File: config.mk
export PLATFORM = sky130hd
export DESIGN_NAME = host_port_ctrl
export DESIGN_NICKNAME = d
export VERILOG_FILES = /design/src/host_port_pkg.sv /design/src/pin_sync.sv /design/src/host_port_ctrl.sv
export VERILOG_INCLUDE_DIRS = /design/src
export SDC_FILE = /design/constraint.sdc
export NUM_CORES = 1
export LEC_CHECK = 0
export BUFFER_PORTS_ARGS = -buffer_cell sky130_fd_sc_hd__buf_2
export CAP_MARGIN = 0
export CELL_PAD_IN_SITES_DETAIL_PLACEMENT = 1
export CELL_PAD_IN_SITES_GLOBAL_PLACEMENT = 1
export CORE_ASPECT_RATIO = 0.6
export CORE_UTILIZATION = 42
export CTS_CLUSTER_DIAMETER = 60
export CTS_CLUSTER_SIZE = 24
export DETAILED_ROUTE_END_ITERATION = 10
export PLACE_DENSITY_LB_ADDON = 0.3
export SETUP_SLACK_MARGIN = 0.5
export SYNTH_ARGS = -nofsm -noshare
export SYNTH_HDL_FRONTEND = slang
export SYNTH_SLANG_ARGS = --single-unit
export TNS_END_PERCENT = 10
File: constraint.sdc
create_clock -name CORE_CLK -period 3.14 [get_ports CORE_CLK]
set_clock_uncertainty 0.2 [all_clocks]
set_input_delay 0.157 -clock CORE_CLK [delete_from_list [all_inputs] [get_ports CORE_CLK]]
set_output_delay 0.157 -clock CORE_CLK [all_outputs]
set_load 0.05 [all_outputs]
File: src/host_port_defs.svh
// timing constants for the dual-port ram host port controller
`ifndef HOST_PORT_DEFS_SVH
`define HOST_PORT_DEFS_SVH

`define CLK_PERIOD_NS 10
`define CYC_MIN(ns) ((((ns) + `CLK_PERIOD_NS - 1) / `CLK_PERIOD_NS) < 1 ? 1 : \
   (((ns) + `CLK_PERIOD_NS - 1) / `CLK_PERIOD_NS))

`define ADDR_WIDTH 11
`define DATA_WIDTH 8
`define LEFT_MAILBOX_ADDR 11'h7fe
`define RIGHT_MAILBOX_ADDR 11'h7ff

`define T_ACCESS_NS 25
`define T_HIGHZ_NS 12
`define T_WP_NS 20
`define T_WZ_NS 15
`define T_DW_NS 12
`define T_WRITE_HOLD_NS 12
`define T_BDD_NS 30

`define ACCESS_CYC `CYC_MIN(`T_ACCESS_NS)
`define HIGHZ_CYC `CYC_MIN(`T_HIGHZ_NS)
`define PULSE_CYC `CYC_MIN((`T_WP_NS > (`T_WZ_NS + `T_DW_NS)) ? `T_WP_NS : (`T_WZ_NS + `T_DW_NS))
`define WRITE_HOLD_CYC `CYC_MIN(`T_WRITE_HOLD_NS)
`define BDD_CYC `CYC_MIN(`T_BDD_NS)

`endif

File: src/host_port_pkg.sv
// types for the dual-port ram host port controller
package host_port_pkg;
   typedef enum logic [2:0] {
      ST_IDLE,
      ST_SETUP,
      ST_PULSE,
      ST_WAIT_BLOCK,
      ST_HOLD,
      ST_READ,
      ST_SETTLE,
      ST_END
   } state_t;
endpackage

File: src/pin_sync.sv
// two-flop synchroniser for asynchronous pin levels
`timescale 1ns/1ps
`default_nettype none
module pin_sync #(
   parameter int WIDTH = 1,
   parameter logic [WIDTH-1:0] RESET_VAL = '1
) (
   input wire logic clk,
   input wire logic rst,
   input wire logic [WIDTH-1:0] din,
   output logic [WIDTH-1:0] dout
);
   logic [WIDTH-1:0] meta_ff;
   logic [WIDTH-1:0] sync_ff;

   always_ff @(posedge clk or posedge rst) begin
      if (rst) begin
         meta_ff <= RESET_VAL;
         sync_ff <= RESET_VAL;
      end else begin
         meta_ff <= din;
         sync_ff <= meta_ff;
      end
   end

   assign dout = sync_ff;
endmodule
`default_nettype wire

File: src/host_port_ctrl.sv
// host-side controller driving one port of an asynchronous dual-port ram
// ----------------------------------------------------------------------
// Functional notes
// (RQ1) host keeps chip select or write strobe high while address changes
// (RQ2) device writes only while chip select and write strobe both low
// (RQ3) chip select falling at or after write strobe keeps outputs floating
// (RQ4) write pulse lasts the larger of minimum pulse or float plus set-up
// (RQ5) host drives no write data while device may still drive the pins
// (RQ6) read data valid after all access delays and blocked-release delay
// (RQ7) chip select high deselects port and floats its data pins
// (RQ8) chip select and write strobe low store the byte
// (RQ9) chip select low, strobe high: output enable low drives read data
// (RQ10) blocked low discards writes; read data may be invalid
// (RQ11) left write to 7ff sets right flag; right read of 7ff clears it
// (RQ12) right write to 7fe sets left flag; left read of 7fe clears it
// (RQ13) blocked port access leaves interrupt flags unchanged
// (RQ14) earlier port by arbitration set-up wins; otherwise either blocked
// (RQ15) loser's blocked low gates its write strobe until release
// (RQ16) blocked host holds write at least write-hold time after release
// (RQ17) written data reaches other port within write-to-data delay
// (RQ18) blocked-release delay is max of zero and the two residual delays
// (RQ19) arbitration looks only at chip selects and addresses
// (RQ20) both blocked indications never low together
// (RQ21) mailbox words are ordinary memory bytes
// (RQ22) differing addresses or a deselected port keep both unblocked
// ----------------------------------------------------------------------
`timescale 1ns/1ps
`default_nettype none
`include "host_port_defs.svh"
module host_port_ctrl #(
   parameter int AW = `ADDR_WIDTH,
   parameter int DW = `DATA_WIDTH
) (
   input wire logic CORE_CLK,
   input wire logic RST,
   input wire logic REQ_VALID,
   input wire logic REQ_WRITE,
   input wire logic [AW-1:0] REQ_ADDR,
   input wire logic [DW-1:0] REQ_WDATA,
   output logic REQ_READY,
   output logic RSP_DONE,
   output logic [DW-1:0] RSP_RDATA,
   output logic RSP_WAS_BLOCKED,
   output logic MAIL_PENDING,
   output logic CE_N,
   output logic RW_N,
   output logic OE_N,
   output logic [AW-1:0] ADDR,
   output logic [DW-1:0] DATA_O,
   output logic DATA_OE,
   input wire logic [DW-1:0] DATA_I,
   input wire logic BLOCKED_N,
   input wire logic MAIL_FLAG_N
);
   // ------------------------------------------------------------
   // pin synchronisers
   // ------------------------------------------------------------
   logic [DW+1:0] pins_s;
   logic blocked_s;
   logic mail_s;
   logic [DW-1:0] data_s;

   pin_sync #(.WIDTH(DW + 2), .RESET_VAL({2'b11, {DW{1'b0}}})) u_sync (
      .clk(CORE_CLK),
      .rst(RST),
      .din({BLOCKED_N, MAIL_FLAG_N, DATA_I}),
      .dout(pins_s)
   );
   assign blocked_s = pins_s[DW+1];
   assign mail_s = pins_s[DW];
   assign data_s = pins_s[DW-1:0];

   // ------------------------------------------------------------
   // sequencer
   // ------------------------------------------------------------
   host_port_pkg::state_t state_ff, nxt_state;
   logic [3:0] cnt_ff, nxt_cnt;
   logic ce_n_ff, nxt_ce_n;
   logic rw_n_ff, nxt_rw_n;
   logic oe_n_ff, nxt_oe_n;
   logic data_oe_ff, nxt_data_oe;
   logic [AW-1:0] addr_ff, nxt_addr;
   logic [DW-1:0] wdata_ff, nxt_wdata;
   logic [DW-1:0] rdata_ff, nxt_rdata;
   logic done_ff, nxt_done;
   logic blk_seen_ff, nxt_blk_seen;

   function automatic logic [3:0] cyc4(input int n);
      cyc4 = n[3:0];
   endfunction

   always_comb begin
      nxt_state = state_ff;
      nxt_cnt = cnt_ff;
      nxt_ce_n = ce_n_ff;
      nxt_rw_n = rw_n_ff;
      nxt_oe_n = oe_n_ff;
      nxt_data_oe = data_oe_ff;
      nxt_addr = addr_ff;
      nxt_wdata = wdata_ff;
      nxt_rdata = rdata_ff;
      nxt_done = 1'b0;
      nxt_blk_seen = blk_seen_ff;
      unique case (state_ff)
         host_port_pkg::ST_IDLE: begin
            if (REQ_VALID) begin
               // address moves only while chip select is high
               nxt_addr = REQ_ADDR; // RQ1
               nxt_wdata = REQ_WDATA;
               nxt_ce_n = 1'b0;
               nxt_blk_seen = 1'b0;
               if (REQ_WRITE) begin
                  nxt_oe_n = 1'b1;
                  nxt_cnt = cyc4(`HIGHZ_CYC);
                  nxt_state = host_port_pkg::ST_SETUP;
               end else begin
                  nxt_oe_n = 1'b0;
                  nxt_cnt = cyc4(`ACCESS_CYC);
                  nxt_state = host_port_pkg::ST_READ;
               end
            end
         end
         host_port_pkg::ST_SETUP: begin
            // output enable high long enough for the device to float
            if (cnt_ff == 4'h1) begin
               nxt_rw_n = 1'b0;
               nxt_data_oe = 1'b1; // RQ5
               nxt_cnt = cyc4(`PULSE_CYC); // RQ4
               nxt_state = host_port_pkg::ST_PULSE;
            end else begin
               nxt_cnt = cnt_ff - 4'h1;
            end
         end
         host_port_pkg::ST_PULSE: begin
            if (!blocked_s) begin
               // device gates our strobe; keep it low until release
               nxt_blk_seen = 1'b1;
               nxt_state = host_port_pkg::ST_WAIT_BLOCK; // RQ15
            end else if (cnt_ff == 4'h1) begin
               nxt_state = host_port_pkg::ST_END;
            end else begin
               nxt_cnt = cnt_ff - 4'h1;
            end
         end
         host_port_pkg::ST_WAIT_BLOCK: begin
            if (blocked_s) begin
               nxt_cnt = cyc4(`WRITE_HOLD_CYC); // RQ16
               nxt_state = host_port_pkg::ST_HOLD;
            end
         end
         host_port_pkg::ST_HOLD: begin
            if (cnt_ff == 4'h1) begin
               nxt_state = host_port_pkg::ST_END;
            end else begin
               nxt_cnt = cnt_ff - 4'h1;
            end
         end
         host_port_pkg::ST_READ: begin
            if (!blocked_s) begin
               nxt_blk_seen = 1'b1;
               // release delay plus the two flops in front of the data bus
               nxt_cnt = cyc4(`BDD_CYC + 2);
               nxt_state = host_port_pkg::ST_SETTLE; // RQ6
            end else if (cnt_ff == 4'h1) begin
               nxt_cnt = 4'h2;
               nxt_state = host_port_pkg::ST_SETTLE;
            end else begin
               nxt_cnt = cnt_ff - 4'h1;
            end
         end
         host_port_pkg::ST_SETTLE: begin
            // covers the two-flop latency of the data synchroniser too
            if (!blocked_s) begin
               // restart from the synced release, so data is sampled past the delay
               nxt_cnt = cyc4(`BDD_CYC + 2); // RQ18
            end else if (cnt_ff == 4'h1) begin
               nxt_rdata = data_s;
               nxt_state = host_port_pkg::ST_END;
            end else begin
               nxt_cnt = cnt_ff - 4'h1;
            end
         end
         host_port_pkg::ST_END: begin
            nxt_rw_n = 1'b1;
            nxt_ce_n = 1'b1;
            nxt_oe_n = 1'b1;
            nxt_data_oe = 1'b0;
            nxt_done = 1'b1;
            nxt_state = host_port_pkg::ST_IDLE;
         end
      endcase
   end

   always_ff @(posedge CORE_CLK or posedge RST) begin
      if (RST) begin
         state_ff <= host_port_pkg::ST_IDLE;
         cnt_ff <= 4'h0;
         ce_n_ff <= 1'b1;
         rw_n_ff <= 1'b1;
         oe_n_ff <= 1'b1;
         data_oe_ff <= 1'b0;
         addr_ff <= '0;
         wdata_ff <= '0;
         rdata_ff <= '0;
         done_ff <= 1'b0;
         blk_seen_ff <= 1'b0;
      end else begin
         state_ff <= nxt_state;
         cnt_ff <= nxt_cnt;
         ce_n_ff <= nxt_ce_n;
         rw_n_ff <= nxt_rw_n;
         oe_n_ff <= nxt_oe_n;
         data_oe_ff <= nxt_data_oe;
         addr_ff <= nxt_addr;
         wdata_ff <= nxt_wdata;
         rdata_ff <= nxt_rdata;
         done_ff <= nxt_done;
         blk_seen_ff <= nxt_blk_seen;
      end
   end

   // ------------------------------------------------------------
   // outputs
   // ------------------------------------------------------------
   assign REQ_READY = (state_ff == host_port_pkg::ST_IDLE);
   assign RSP_DONE = done_ff;
   assign RSP_RDATA = rdata_ff;
   assign RSP_WAS_BLOCKED = blk_seen_ff;
   assign MAIL_PENDING = ~mail_s;
   assign CE_N = ce_n_ff;
   assign RW_N = rw_n_ff;
   assign OE_N = oe_n_ff;
   assign ADDR = addr_ff;
   assign DATA_O = wdata_ff;
   assign DATA_OE = data_oe_ff;

   // ------------------------------------------------------------
   // assertions
   // ------------------------------------------------------------
   property p_addr_quiet;
      @(posedge CORE_CLK) disable iff (RST)
      !$stable(addr_ff) |-> ($past(ce_n_ff) && rw_n_ff);
   endproperty
   a_addr_quiet: assert property (p_addr_quiet) // RQ1
      else $error("address changed while selected for write");

   property p_pulse_len;
      @(posedge CORE_CLK) disable iff (RST)
      $fell(rw_n_ff) |-> !rw_n_ff [*3];
   endproperty
   a_pulse_len: assert property (p_pulse_len) // RQ4
      else $error("write pulse shorter than three cycles");

   property p_no_drive_clash;
      @(posedge CORE_CLK) disable iff (RST)
      $rose(data_oe_ff) |-> $past(oe_n_ff, 1) && $past(oe_n_ff, 2) && !rw_n_ff;
   endproperty
   a_no_drive_clash: assert property (p_no_drive_clash) // RQ5
      else $error("write data driven before device floated");

   property p_hold_after_block;
      @(posedge CORE_CLK) disable iff (RST)
      (state_ff == host_port_pkg::ST_WAIT_BLOCK && blocked_s) |=>
         !rw_n_ff [*3] ##1 rw_n_ff;
   endproperty
   a_hold_after_block: assert property (p_hold_after_block) // RQ16
      else $error("write not held for hold time after release");
endmodule
`default_nettype wire

# ---- Yosys cells after proc, flatten, opt, wreduce, memory -nomap -nowiden
# Index checks and enable logic that the tools add are counted.
dict set report word_totals {
  elab_cells 75
  romBits 0
  ramBits 0
  latch_bits 0
  inputBits 33
  reg_bits 60
  memories 0
}
dict set report classes {
  eq_ne 15
  mux 32
  addsub 1
  n_lt_le_gt_ge 0
  multipliers 0
  n_bitwise 1
  n_shift 0
  n_reduce_logical 13
  div 0
}
# op count
set ops {}
lappend ops {{2-to-1 mux 4 bit} 8}
lappend ops {{case mux 4 bit (7 select lines)} 1}
lappend ops {{2-to-1 mux 3 bit} 9}
lappend ops {{case mux 3 bit (8 select lines)} 1}
lappend ops {{== test 3 bit, second input constant} 4}
lappend ops {{case mux 1 bit (2 select lines)} 5}
lappend ops {{2-to-1 mux 1 bit} 8}
lappend ops {{nonzero test 7 bit} 1}
lappend ops {{== test 3 x 2 -> 1 bit, second input constant} 2}
lappend ops {{inequality test 2 x 1 -> 1 bit, second input constant} 3}
lappend ops {{inequality test 2 bit, second input constant} 3}
lappend ops {{AND reduction 2 bit} 3}
lappend ops {{AND reduction 3 bit} 2}
lappend ops {{nonzero test 2 bit} 3}
lappend ops {{AND reduction 5 bit} 1}
lappend ops {{== test 4 x 1 -> 1 bit, second input constant} 1}
lappend ops {{AND reduction 4 bit} 1}
lappend ops {{subtractor 4 x 1 -> 4 bit, second input constant} 1}
lappend ops {{== test 3 x 1 -> 1 bit, second input constant} 1}
lappend ops {{zero test 3 bit} 1}
lappend ops {{inequality test 3 bit, second input constant} 1}
lappend ops {{OR reduction 2 bit} 1}
lappend ops {{inverter 1 bit} 1}

# ---- Logic depth before layout (Yosys ltp)
# Gate-level depths: netlist of run 1.
dict set report depth {
  word_depth 4
  depth_mapped 9
}

# ---- Cells and area by module
# Synthesis of run 1 repeated with hierarchy kept, for this count alone.
dict set report hier_totals {
  hier_cells 187
  hier_area_um2 2427.3
}
# mod cells_each seq_area_each_um2 area_per_inst_um2 instances
set by_module_without_submodules {}
lappend by_module_without_submodules {host_port_ctrl 166 1004.7 1918.1 1}
lappend by_module_without_submodules {pin_sync 21 505.5 509.2 1}

# ---- Worst setup path after synthesis of run 1
# OpenSTA, ideal clock, no wires.
dict set report synth_path {
  path_kind {register -> register}
  startpoint {reg cnt_ff[1]}
  endpoint {reg cnt_ff[0]}
  path_stages_with_launch 9
  arrival_ns 1.902
  period_less_slack_ns 2.168
  setup_slack_ns 0.972
  setup_ns 0.065
  required_ns 2.875
  path_cell_list {dfrtp_1 -> inv_1 -> ha_1 -> nor3b_2 -> inv_2 -> ha_1 -> or3_1 -> a22oi_1 -> mux2_1}
}
dict set report synth_between {
  elab_chain_len 4
  word_cells_on_any_way 8
  cone_classes {1 x eq/ne; 7 x mux}
}
# item line_no
set synth_lines {}
lappend synth_lines {{start, declared} host_port_ctrl.sv:77} ;# logic [3:0] cnt_ff, nxt_cnt;
lappend synth_lines {{start signal, assigned} host_port_ctrl.sv:209} ;# cnt_ff <= nxt_cnt;
lappend synth_lines {{== test 4 x 1 -> 1 bit *} --}
lappend synth_lines {{2-to-1 mux 4 bit, on equally long branches (2 in a row)} --}
lappend synth_lines {{case mux 4 bit (7 select lines) *} host_port_ctrl.sv:104} ;# unique case (state_ff)
# Mark *: on every way between the ends. The rest lies on a longest branch, timed or not. The select of a mux whose other input is x is not followed.
# A chain may end at the register's enable or synchronous reset.

# ---- Final worst setup path of run 1
# Ends and elaborated chain as after synthesis.

==> results of run 1 <==
==> worst reg2reg max path, stage by stage, from the launching register on <==
cell and delay, ns:
dfrtp_1 0.38, inv_1 0.10, ha_1 0.20, nor3b_2 0.39, inv_2 0.17, ha_1 0.30
or3_1 0.34, a22oi_1 0.20, mux2_1 0.15
==> cells by family after synthesis <==
family                   count (synthesis)  synth area share
flip-flops                              60             0.576
XOR/XNOR                                 1           0.00334
adder cells (fa/ha/maj)                  4            0.0191
AND/OR/NAND/NOR                         38            0.0906
buffers and inverters                   21            0.0567
multiplexers                            32             0.163
AO/OA/AOI/OAI                           37            0.0916
==> layout make-up <==
class                   instances  area [um2]  share of cell area
clock buffers                  10         138              0.0393
clock inverters                 6        70.1              0.0200
inverters                       9        35.0              0.0100
well taps                      80         100              0.0286
repair buffers                103         683               0.195
multi-input cells             112         965               0.276
flip-flops and latches         60        1510               0.431
==> state kept, by name, summed over array words and instances (netlist names), 3 cells and up <==
| signal | cells |
|---|---|
| ADDR | 11 |
| u_sync.dout | 10 |
| u_sync.meta_ff | 10 |
| DATA_O | 8 |
| RSP_RDATA | 8 |
| cnt_ff | 4 |
| state_ff | 3 |
==> routing by layer <==
| metal | GRT usage | part of all wire |
|---|---|---|
| met1 | 0.284 | 0.42 |
| met2 | 0.401 | 0.50 |
| met3 | 0.0631 | 0.059 |
| met4 | 0.0804 | 0.016 |
| met5 | 0 | 0 |
==> power by group <==
part / switching [mW] / internal (mW)
clock network: 0.325 / 0.395
registers: 0.204 / 1.04
logic: 1.26 / 0.665
==> worst min-delay path by stage <==
stage / startpoint / endpoint / slack (ns) / cells past startpoint
finish: REQ_VALID / state_ff[2] / 0.05 / 4
global route: REQ_VALID / state_ff[2] / 0.07 / 4
CTS: REQ_VALID / state_ff[2] / 0.04 / 4
detailed placement: RST / DATA_O[4] / -0.006 / 2
global placement: RST / DATA_O[4] / -0.01 / 2
floorplan: MAIL_FLAG_N / u_sync.meta_ff[8] / -0.04 / 0
==> cell usage after synthesis, types with 4 or more instances <==
library cell  number
mux2_2             9
mux2_4            19
nor2b_1            5
o21ai_0           11
dfstp_2            7
nor2_1             6
inv_1              7
nand3_1            4
a21oi_1           11
or3_1              4
ha_1               4
nand2_1            7
dfrtp_1           53
==> through the flow <==
stage / utilization / setup WS, ns / total power [mW] / hold WS [ns]
after global routing: 0.603 / 0.510 / 4.10 / 0.0657
after global placement: 0.514 / 0.849 / 3.06 / -0.0113
final: 0.603 / 0.664 / 3.89 / 0.0522
after CTS: 0.603 / 0.669 / 3.87 / 0.0405
after floorplan: - / 0.972 / 2.71 / -0.0385
after detailed placement: 0.514 / 0.695 / 3.11 / -0.00568
==> timing repair <==
| action | CTS | global route |
|---|---|---|
| buffers inserted | 0 | 0 |
| endpoints found under the hold margin | 51 | 0 |
| hold buffers | 31 | 0 |
==> metrics.yaml, run 1 <==
final_layout:
  syn2layout_area_growth_pct: 33.4
  insertedDiodeCount: 0
  fin_nets: 332
  final_cell_mix: "67 x buf_2, 53 x dfrtp_1, 31 x dlygate4sd3_1"
  final_common_cell: "buf_2"
  drive_gt1_frac: 0.450
  final_cells: 380
  num-fill-cells: 609
  fin_area_um2: 3500
timing:
  worstMarginPinSlew_ns: 0.485
  finalMaxSlewViolations: 0
  max_slew_margin: 0.677
  period_share: 0.789
  fin_tns_setup_ns: 0
  fmax_ghz: 0.404
  hold_viol: 0
  fin_crit_ns: 2.48
  finalSetupViolations: 0
  rsz0062_at_grt: "false"
synth:
  synth_ff_type: "dfrtp_1"
  netlist_area_um2: 2620
  syn_nets: 230
  synth_edf_count: 0
  async_flop_share: 1.00
  seq_area_frac_synth: 0.576
  syn_inst: 193
  netlist.area_leader.share: 0.505
  ys_ff_latch: 60
  synth.largest_area_cell: "dfrtp_1"
  ys_types: 46
  ys_top_cells_by_area: "dfrtp_1 51%, mux2_4 11%, dfstp_2 7.0%, mux2_2 3.9%, a21oi_1 2.1%"
  syn_avg_cell_area_um2: 13.6
  synth_warnings: 0
floorplan:
  coreArea_um2: 5810
  row_count: 21
  start_util: 0.452
  chipWidth_um: 104
  die_h_um: 63.2
  floorplan.io_pins: 68
  die-area_um2: 6580
power_and_ir_drop:
  p_leak_nw: 1.68
  ir_drop_uv: 527
  power_density_nw_per_um2: 1110
critical_path:
  startpoint_type: "flop"
  crit_path_max_fanout: 8
  path_buf_inv: 2
  cp.arrival_ns: 2.54
  cp_slowest_cell: "dfrtp_1"
  critPathCapture: "cnt_ff[0]"
  worstReg2RegEnd: "cnt_ff[0]"
  worstPathCellList: "inv_1 > ha_1 > nor3b_2 > inv_2 > ha_1 > or3_1 > a22oi_1 > mux2_1"
  cp-end-kind: "flop"
  path_class: "flop to flop"
  r2r-start: "cnt_ff[1]"
  worst_path_most_repeated_cell: "ha_1"
  critPathTopFamily: "simple AND/OR/NAND/NOR gates"
  required_ns: 3.21
  crit_start: "cnt_ff[1]"
  rrSetupSlack_ns: 0.66
  slowest_delay_ns: 0.38
  ff2ff_path_depth: 8
  cp.depth: 8
clock_network:
  root_buffer: "clkbuf_8"
  worst_skew_pair.late_latency_ns: 0.32
  clock-sinks: 60
  htree_levels: 3
  cts_buffers: 9
  cts_tree: "done"
  cts_resized: 0
  clockBufferDepth: 2
  clk_transition_reported_paths_ns: 0.07
global_route:
  grt_max_degree: 40
  grt_first_pass_wirelength_mm: 11.3
  grt_pass1_vias: 2143
  grt.total_usage: 0.233
  antenna_found_initial: 0
  overflow: 0
drt:
  via_per_inst: 5.01
  wl_per_cell_um: 18.3
  drt_first_pass_iters: 4
  post-route-drc-count: 0
  first_iter_violations: 149
  routed_wl_mm: 6.95
  ant_nets: 0
  num_vias: 1904
placement:
  place_congestion: 0.806
  dpl.cell_count: 333
  portBuffers: 67
  dp_hpwl_mm: 4.14
  dpl_cell_area_um2: 2980
run:
  cap_violations: 0
status:
  outcome: "finished clean"
hold_path:
  hold_path_class: "input port to flop"
(Power assumes the default switching activity.)
==> run 2: changes to the inputs <==
CORE_UTILIZATION = 38   (was 42)
clock period = 2.05 ns   (was 3.14 ns; I/O delays follow)
==> run 2 against run 1 <==
Effect of this change:
- die area increased by 10%
- global-route usage fell by 3.5 points
- maximum frequency grew 22%
- routed wire length decreased by 6.2%
- utilization is 1.6 points lower
- highest routed layer unchanged
==> metrics.yaml, run 2 (synthesis gave the netlist of run 1 again) <==
critical_path:
  critPathTopFamily: "simple AND/OR/NAND/NOR gates"
  r2r-start: "cnt_ff[1]"
  ff2ff_path_depth: 8  # unchanged
  path_buf_inv: 2  # unchanged
  worstPathCellList: "inv_2 > ha_4 > nor3b_4 > inv_2 > ha_4 > or3_1 > a22oi_1 > mux2_4"
  path_class: "flop to flop"
  startpoint_type: "flop"
  crit_path_max_fanout: 3  # -5
  cp_slowest_cell: "dfrtp_1"
  slowest_delay_ns: 0.39  # about the same
  cp-end-kind: "flop"
  required_ns: 2.11  # -1.10 ns
  worstReg2RegEnd: "cnt_ff[0]"
  cp.arrival_ns: 2.10  # -0.44 ns
  rrSetupSlack_ns: 0.02  # -0.65 ns
power_and_ir_drop:
  p_total_mw: 6.87  # +77%
  p_leak_nw: 1.86  # +11%
  power_density_nw_per_um2: 1750  # +58%
  ir_drop_uv: 875  # +66%
floorplan:
  die_h_um: 66.4  # +5.0%
  chipWidth_um: 109  # +5.0%
  row_count: 23  # +9.5%
  coreArea_um2: 6680  # +15%
  floorplan.io_pins: 68  # unchanged
  start_util: 0.393  # -0.0589
  die-area_um2: 7250  # +10%
drt:
  first_iter_violations: 91  # -39%
  ant_nets: 0  # unchanged
  via_per_inst: 4.76  # -5.0%
  post-route-drc-count: 0  # unchanged
  num_vias: 1919  # +0.79%
  wl_per_cell_um: 16.2  # -12%
  drt_first_pass_iters: 4  # unchanged
  routed_wl_mm: 6.52  # -6.2%
clock_network:
  cts_tree: "done"
  htree_levels: 3  # unchanged
  worst_skew_pair.late_latency_ns: 0.32  # about the same
  clock-sinks: 60  # unchanged
  clockBufferDepth: 2  # unchanged
  clk_transition_reported_paths_ns: 0.05  # -0.02 ns
  cts_buffers: 9  # unchanged
  root_buffer: "clkbuf_16"
final_layout:
  final_common_cell: "buf_2"
  drive_gt1_frac: 0.497  # +0.0468
  multiInputGateArea_um2: 1050  # +8.9%
  num-fill-cells: 672  # +10%
  fin_nets: 348  # +4.8%
  final_util: 0.587  # -0.0159
  insertedDiodeCount: 0  # unchanged
  largest_reg_flops: 11  # unchanged
  final_cell_mix: "66 x buf_2, 53 x dfrtp_1, 31 x dlygate4sd3_1"
  syn2layout_area_growth_pct: 49.4
  final_cells: 403  # +6.1%
  fin_area_um2: 3920  # +12%
  seq_area_um2: 1510  # unchanged
status:
  outcome: "finished clean"
placement:
  portBuffers: 67  # unchanged
  dpl_cell_area_um2: 3160  # +5.9%
  place_congestion: 0.767  # -4.9%
  dpl.cell_count: 348  # +4.5%
  pre_cts_ws_ns: -0.00451  # -0.700 ns
  dp_hpwl_mm: 4.06  # -1.9%
global_route:
  overflow: 0  # unchanged
  antenna_found_initial: 0  # unchanged
  grt_pass1_vias: 2020  # -5.7%
  grt.total_usage: 0.198  # -0.0348
  grt_first_pass_wirelength_mm: 10.2  # -10%
  grt_max_degree: 27  # -33%
timing:
  fin_ws_ns: 0.0162  # -0.648 ns
  fin_tns_setup_ns: 0  # unchanged
  rsz0062_at_grt: "true"
  finalSetupViolations: 0  # unchanged
  finalMaxSlewViolations: 0  # unchanged
  hold_viol: 0  # unchanged
  fmax_ghz: 0.492  # +22%
  worstMarginPinSlew_ns: 0.342  # -0.143 ns
  max_slew_margin: 0.772  # +0.0951
  fin_crit_ns: 2.03  # -0.442 ns
  period_share: 0.992  # +0.204
  holdWs_ns: 0.0253  # -0.0268 ns
run:
  cap_violations: 0  # unchanged
hold_path:
  min_to: "state_ff[2]"
  min_from: "REQ_VALID"
  hold_path_class: "input port to flop"
  min_path_cells: 4  # unchanged
-- run 2: worst min-delay path: stages --
cell and delay [ns]:
buf_2 0.11, or3_1 0.11, a21oi_1 0.06, a21oi_1 0.12
-- run 2: how the worst max path moves through the flow --
stage	from	slack, ns	depth (start not counted)	to
finish	cnt_ff[1]	0.02	8	cnt_ff[0]
global route	cnt_ff[1]	-0.07	8	cnt_ff[0]
CTS	cnt_ff[1]	0.007	8	cnt_ff[0]
detailed placement	cnt_ff[1]	-0.005	8	cnt_ff[0]
global placement	cnt_ff[1]	0.06	8	cnt_ff[0]
floorplan	cnt_ff[1]	0.002	8	cnt_ff[0]
-- run 2: area by class of cell --
class,count,area share
sequential,60,0.385
multi-input combinational,112,0.268
timing repair buffer,119,0.219
clock buffer,11,0.0619
tap,87,0.0278
clock inverter,5,0.0255
inverter,9,0.0118
-- run 2: layer usage --
layer | track usage | up-vias | wire length (um) | part of all wire
met1 | 0.252 | 931 | 3110 | 0.48
met4 | 0.0850 | 0 | 88 | 0.014
met5 | 0 | - | 0 | 0
met2 | 0.311 | 62 | 2940 | 0.45
met3 | 0.0621 | 9 | 381 | 0.058
li1 | - | 917 | - | -
-- run 2: timing repair --
item                                    in CTS  in global routing
buffers inserted                             7                  1
pin swaps                                    1                  3
hold endpoints to repair                    83                  0
hold buffers                                31                  0
endpoints found under the setup margin      39                 39
resized for setup                            4                  8
-- run 2: power by group --
group | leakage [nW] | total (mW) | internal [mW] | switching [mW]
registers | 0.710 | 1.83 | 1.60 | 0.236
clock network | 0.169 | 1.72 | 1.21 | 0.509
logic | 0.984 | 3.31 | 1.26 | 2.05
==> run 3: changes to the inputs <==
CORE_UTILIZATION = 42   (was 38)
clock period = 2.1 ns   (was 2.05 ns; I/O delays follow)
==> run 3 against run 2 <==
Effect of this change:
- non-clock buffer count increased by 2
- sequential share of layout area increased by 1.1 points
- clock power decreased by 34%
- count of clock-buffer cells in the layout increased by 1
- die area decreased by 9.3%
- largest power group unchanged
- worst setup slack improved by 0.058 ns
- first-iteration DRC count decreased by 20%
- global-route usage increased by 3.6 points
- combinational power about the same
- final area decreased by 2.7%
- via count increased by 5.2%
- largest cell class unchanged
- routed wire length increased by 8.7%
==> metrics.yaml, run 3 (synthesis gave the netlist of run 1 again) <==
critical_path:
  path_class: "flop to flop"
  cp-end-kind: "flop"
  slowest_delay_ns: 0.39  # about the same
  cp_slowest_cell: "dfrtp_1"
  path_buf_inv: 2  # unchanged
  startpoint_type: "flop"
  cp.arrival_ns: 2.04  # -0.06 ns
  worstPathCellList: "inv_2 > ha_4 > nor3b_4 > inv_2 > ha_4 > nand4bb_1 > o221ai_2 > a22oi_2 > mux2_4"
  crit_path_max_fanout: 3  # unchanged
  critPathTopFamily: "flip-flops"
  required_ns: 2.11  # about the same
placement:
  dpl.cell_count: 341  # -2.0%
  pre_cts_ws_ns: 0.0352  # +0.0397 ns
  portBuffers: 67  # unchanged
  dp_hpwl_mm: 4.27  # +5.2%
  place_congestion: 0.770  # +0.48%
power_and_ir_drop:
  p_sw_mw: 2.78  # -0.67%
  combPwrFrac: 0.531  # +0.049
  p_sw_frac: 0.441  # +0.0336
  internal_power_mw: 3.53  # -13%
  power_density_nw_per_um2: 1650  # -5.7%
  ir_drop_uv: 770  # -12%
  power_frac_seq: 0.288  # +0.021
  clkPwrFrac: 0.181  # -0.070
  p_total_mw: 6.30  # -8.2%
  p_leak_nw: 1.80  # -3.3%
clock_network:
  root_buffer: "clkbuf_8"
  clockBufferDepth: 2  # unchanged
  clk_transition_reported_paths_ns: 0.07  # +0.02 ns
  cts_tree: "done"
  htree_levels: 3  # unchanged
  worst_skew_pair.late_latency_ns: 0.34  # +0.02 ns
  cts_buffers: 9  # unchanged
  clock-sinks: 60  # unchanged
timing:
  fin_tns_setup_ns: 0  # unchanged
  finalMaxSlewViolations: 0  # unchanged
  fmax_ghz: 0.494  # +0.42%
  fin_crit_ns: 2.03  # -0.00845 ns
  hold_viol: 0  # unchanged
  worstMarginPinSlew_ns: 0.592  # +0.251 ns
  rsz0062_at_grt: "true"
  max_slew_margin: 0.605  # -0.167
  finalSetupViolations: 0  # unchanged
  fin_ws_ns: 0.0747  # +0.0584 ns
  period_share: 0.964  # -0.0276
drt:
  wl_met1_mm: 3.24  # +4.3%
  routed_wl_mm: 7.08  # +8.7%
  num_vias: 2019  # +5.2%
  post-route-drc-count: 0  # unchanged
  wl_met3_um: 268  # -30%
  ant_nets: 0  # unchanged
  via_per_inst: 5.07  # +6.5%
  wl_met2_mm: 3.48  # +19%
  drt_first_pass_iters: 4  # unchanged
  first_iter_violations: 73  # -20%
  wl_per_cell_um: 17.8  # +10%
  top_layer: "met4"
final_layout:
  final_common_cell: "buf_2"
  num-fill-cells: 594  # -12%
  final_cells: 398  # -1.2%
  final_cell_mix: "67 x buf_2, 52 x dfrtp_1, 32 x dlygate4sd3_1"
  syn2layout_area_growth_pct: 45.4
  largest_reg_flops: 11  # unchanged
  drive_gt1_frac: 0.516  # +0.0189
  insertedDiodeCount: 0  # unchanged
  fin_nets: 350  # +0.57%
global_route:
  antenna_found_initial: 0  # unchanged
  overflow: 0  # unchanged
  grt_max_degree: 27  # unchanged
  grt.total_usage: 0.234  # +0.0363
  grt_pass1_vias: 2184  # +8.1%
  grt_first_pass_wirelength_mm: 11.5  # +13%
floorplan:
  floorplan.io_pins: 68  # unchanged
  row_count: 21  # -8.7%
  coreArea_um2: 5810  # -13%
  die-area_um2: 6580  # -9.3%
  die_h_um: 63.2  # -4.7%
  chipWidth_um: 104  # -4.8%
  start_util: 0.452  # +0.0589
hold_path:
  hold_path_class: "flop to flop"
run:
  cap_violations: 0  # unchanged
status:
  outcome: "finished clean"
run 3: cell types whose count changed in the layout (fill, tap and decap cells not counted), sizes merged:
| cell | previous run | this run |
|---|---|---|
| buf | 88 | 89 |
| bufinv | 3 | 2 |
| clkbuf | 11 | 12 |
| clkinv | 3 | 2 |
| clkinvlp | 0 | 1 |
| dlygate4sd3 | 31 | 32 |
run 3: final cells by class:
type | instances | area, um2 | share of cell area
sequential | 60 | 1510 | 0.396
multi-input combinational | 112 | 1080 | 0.282
timing repair buffer | 121 | 862 | 0.226
clock buffer | 12 | 145 | 0.0380
tap | 80 | 100 | 0.0262
clock inverter | 4 | 72.6 | 0.0190
inverter | 9 | 46.3 | 0.0121
run 3: metal layers:
layer,global-route usage,up-vias
li1,-,920
met1,0.299,1038
met2,0.385,53
met3,0.0663,8
met4,0.0804,0
met5,0,-
run 3: worst paths after layout:
path | end | slack [ns] | cells after the start | startpoint
max reg2reg | cnt_ff[0] | 0.07 | 9 | cnt_ff[1]
max | cnt_ff[0] | 0.07 | 9 | cnt_ff[1]
min reg2reg | u_sync.dout[1] | 0.15 | 0 | u_sync.meta_ff[1]
max in group asynchronous | CE_N | 0.85 | 4 | RST
min in group asynchronous | ADDR[8] | 0.20 | 3 | RST
min | u_sync.dout[1] | 0.15 | 0 | u_sync.meta_ff[1]
run 3: power by group through the flow:
| stage | combinational (mW) | clock (mW) | sequential, mW |
|---|---|---|---|
| after detailed placement | 3.01 | 0 | 1.82 |
| after CTS | 3.18 | 1.17 | 1.81 |
| final | 3.34 | 1.14 | 1.82 |
| after floorplan | 1.35 | 0 | 2.82 |
| after global routing | 3.54 | 1.22 | 1.86 |
| after global placement | 2.94 | 0 | 1.79 |
run 3: stage by stage:
stage / hold slack, ns / instance area [um2] / utilization
finish: 0.146 / 3810 / 0.657
CTS: 0.149 / 3760 / 0.647
detailed placement: 0.00658 / 3150 / 0.542
floorplan: -0.0905 / 2700 / -
global placement: 0.00763 / 3150 / 0.542
global route: 0.152 / 3810 / 0.657
run 3: worst register-to-register path, stage by stage (launching register included):
cell       delay, ns
dfrtp_1         0.39
inv_2           0.09
ha_4            0.13
nor3b_4         0.19
inv_2           0.08
ha_4            0.16
nand4bb_1       0.20
o221ai_2        0.10
a22oi_2         0.10
mux2_4          0.27
run 3: repair_timing:
action,in CTS,in global routing
hold endpoints to repair,55,0
hold buffers,32,0
pin swaps,5,3
buffers inserted,6,3
resized for setup,7,7
endpoints found under the setup margin,39,39
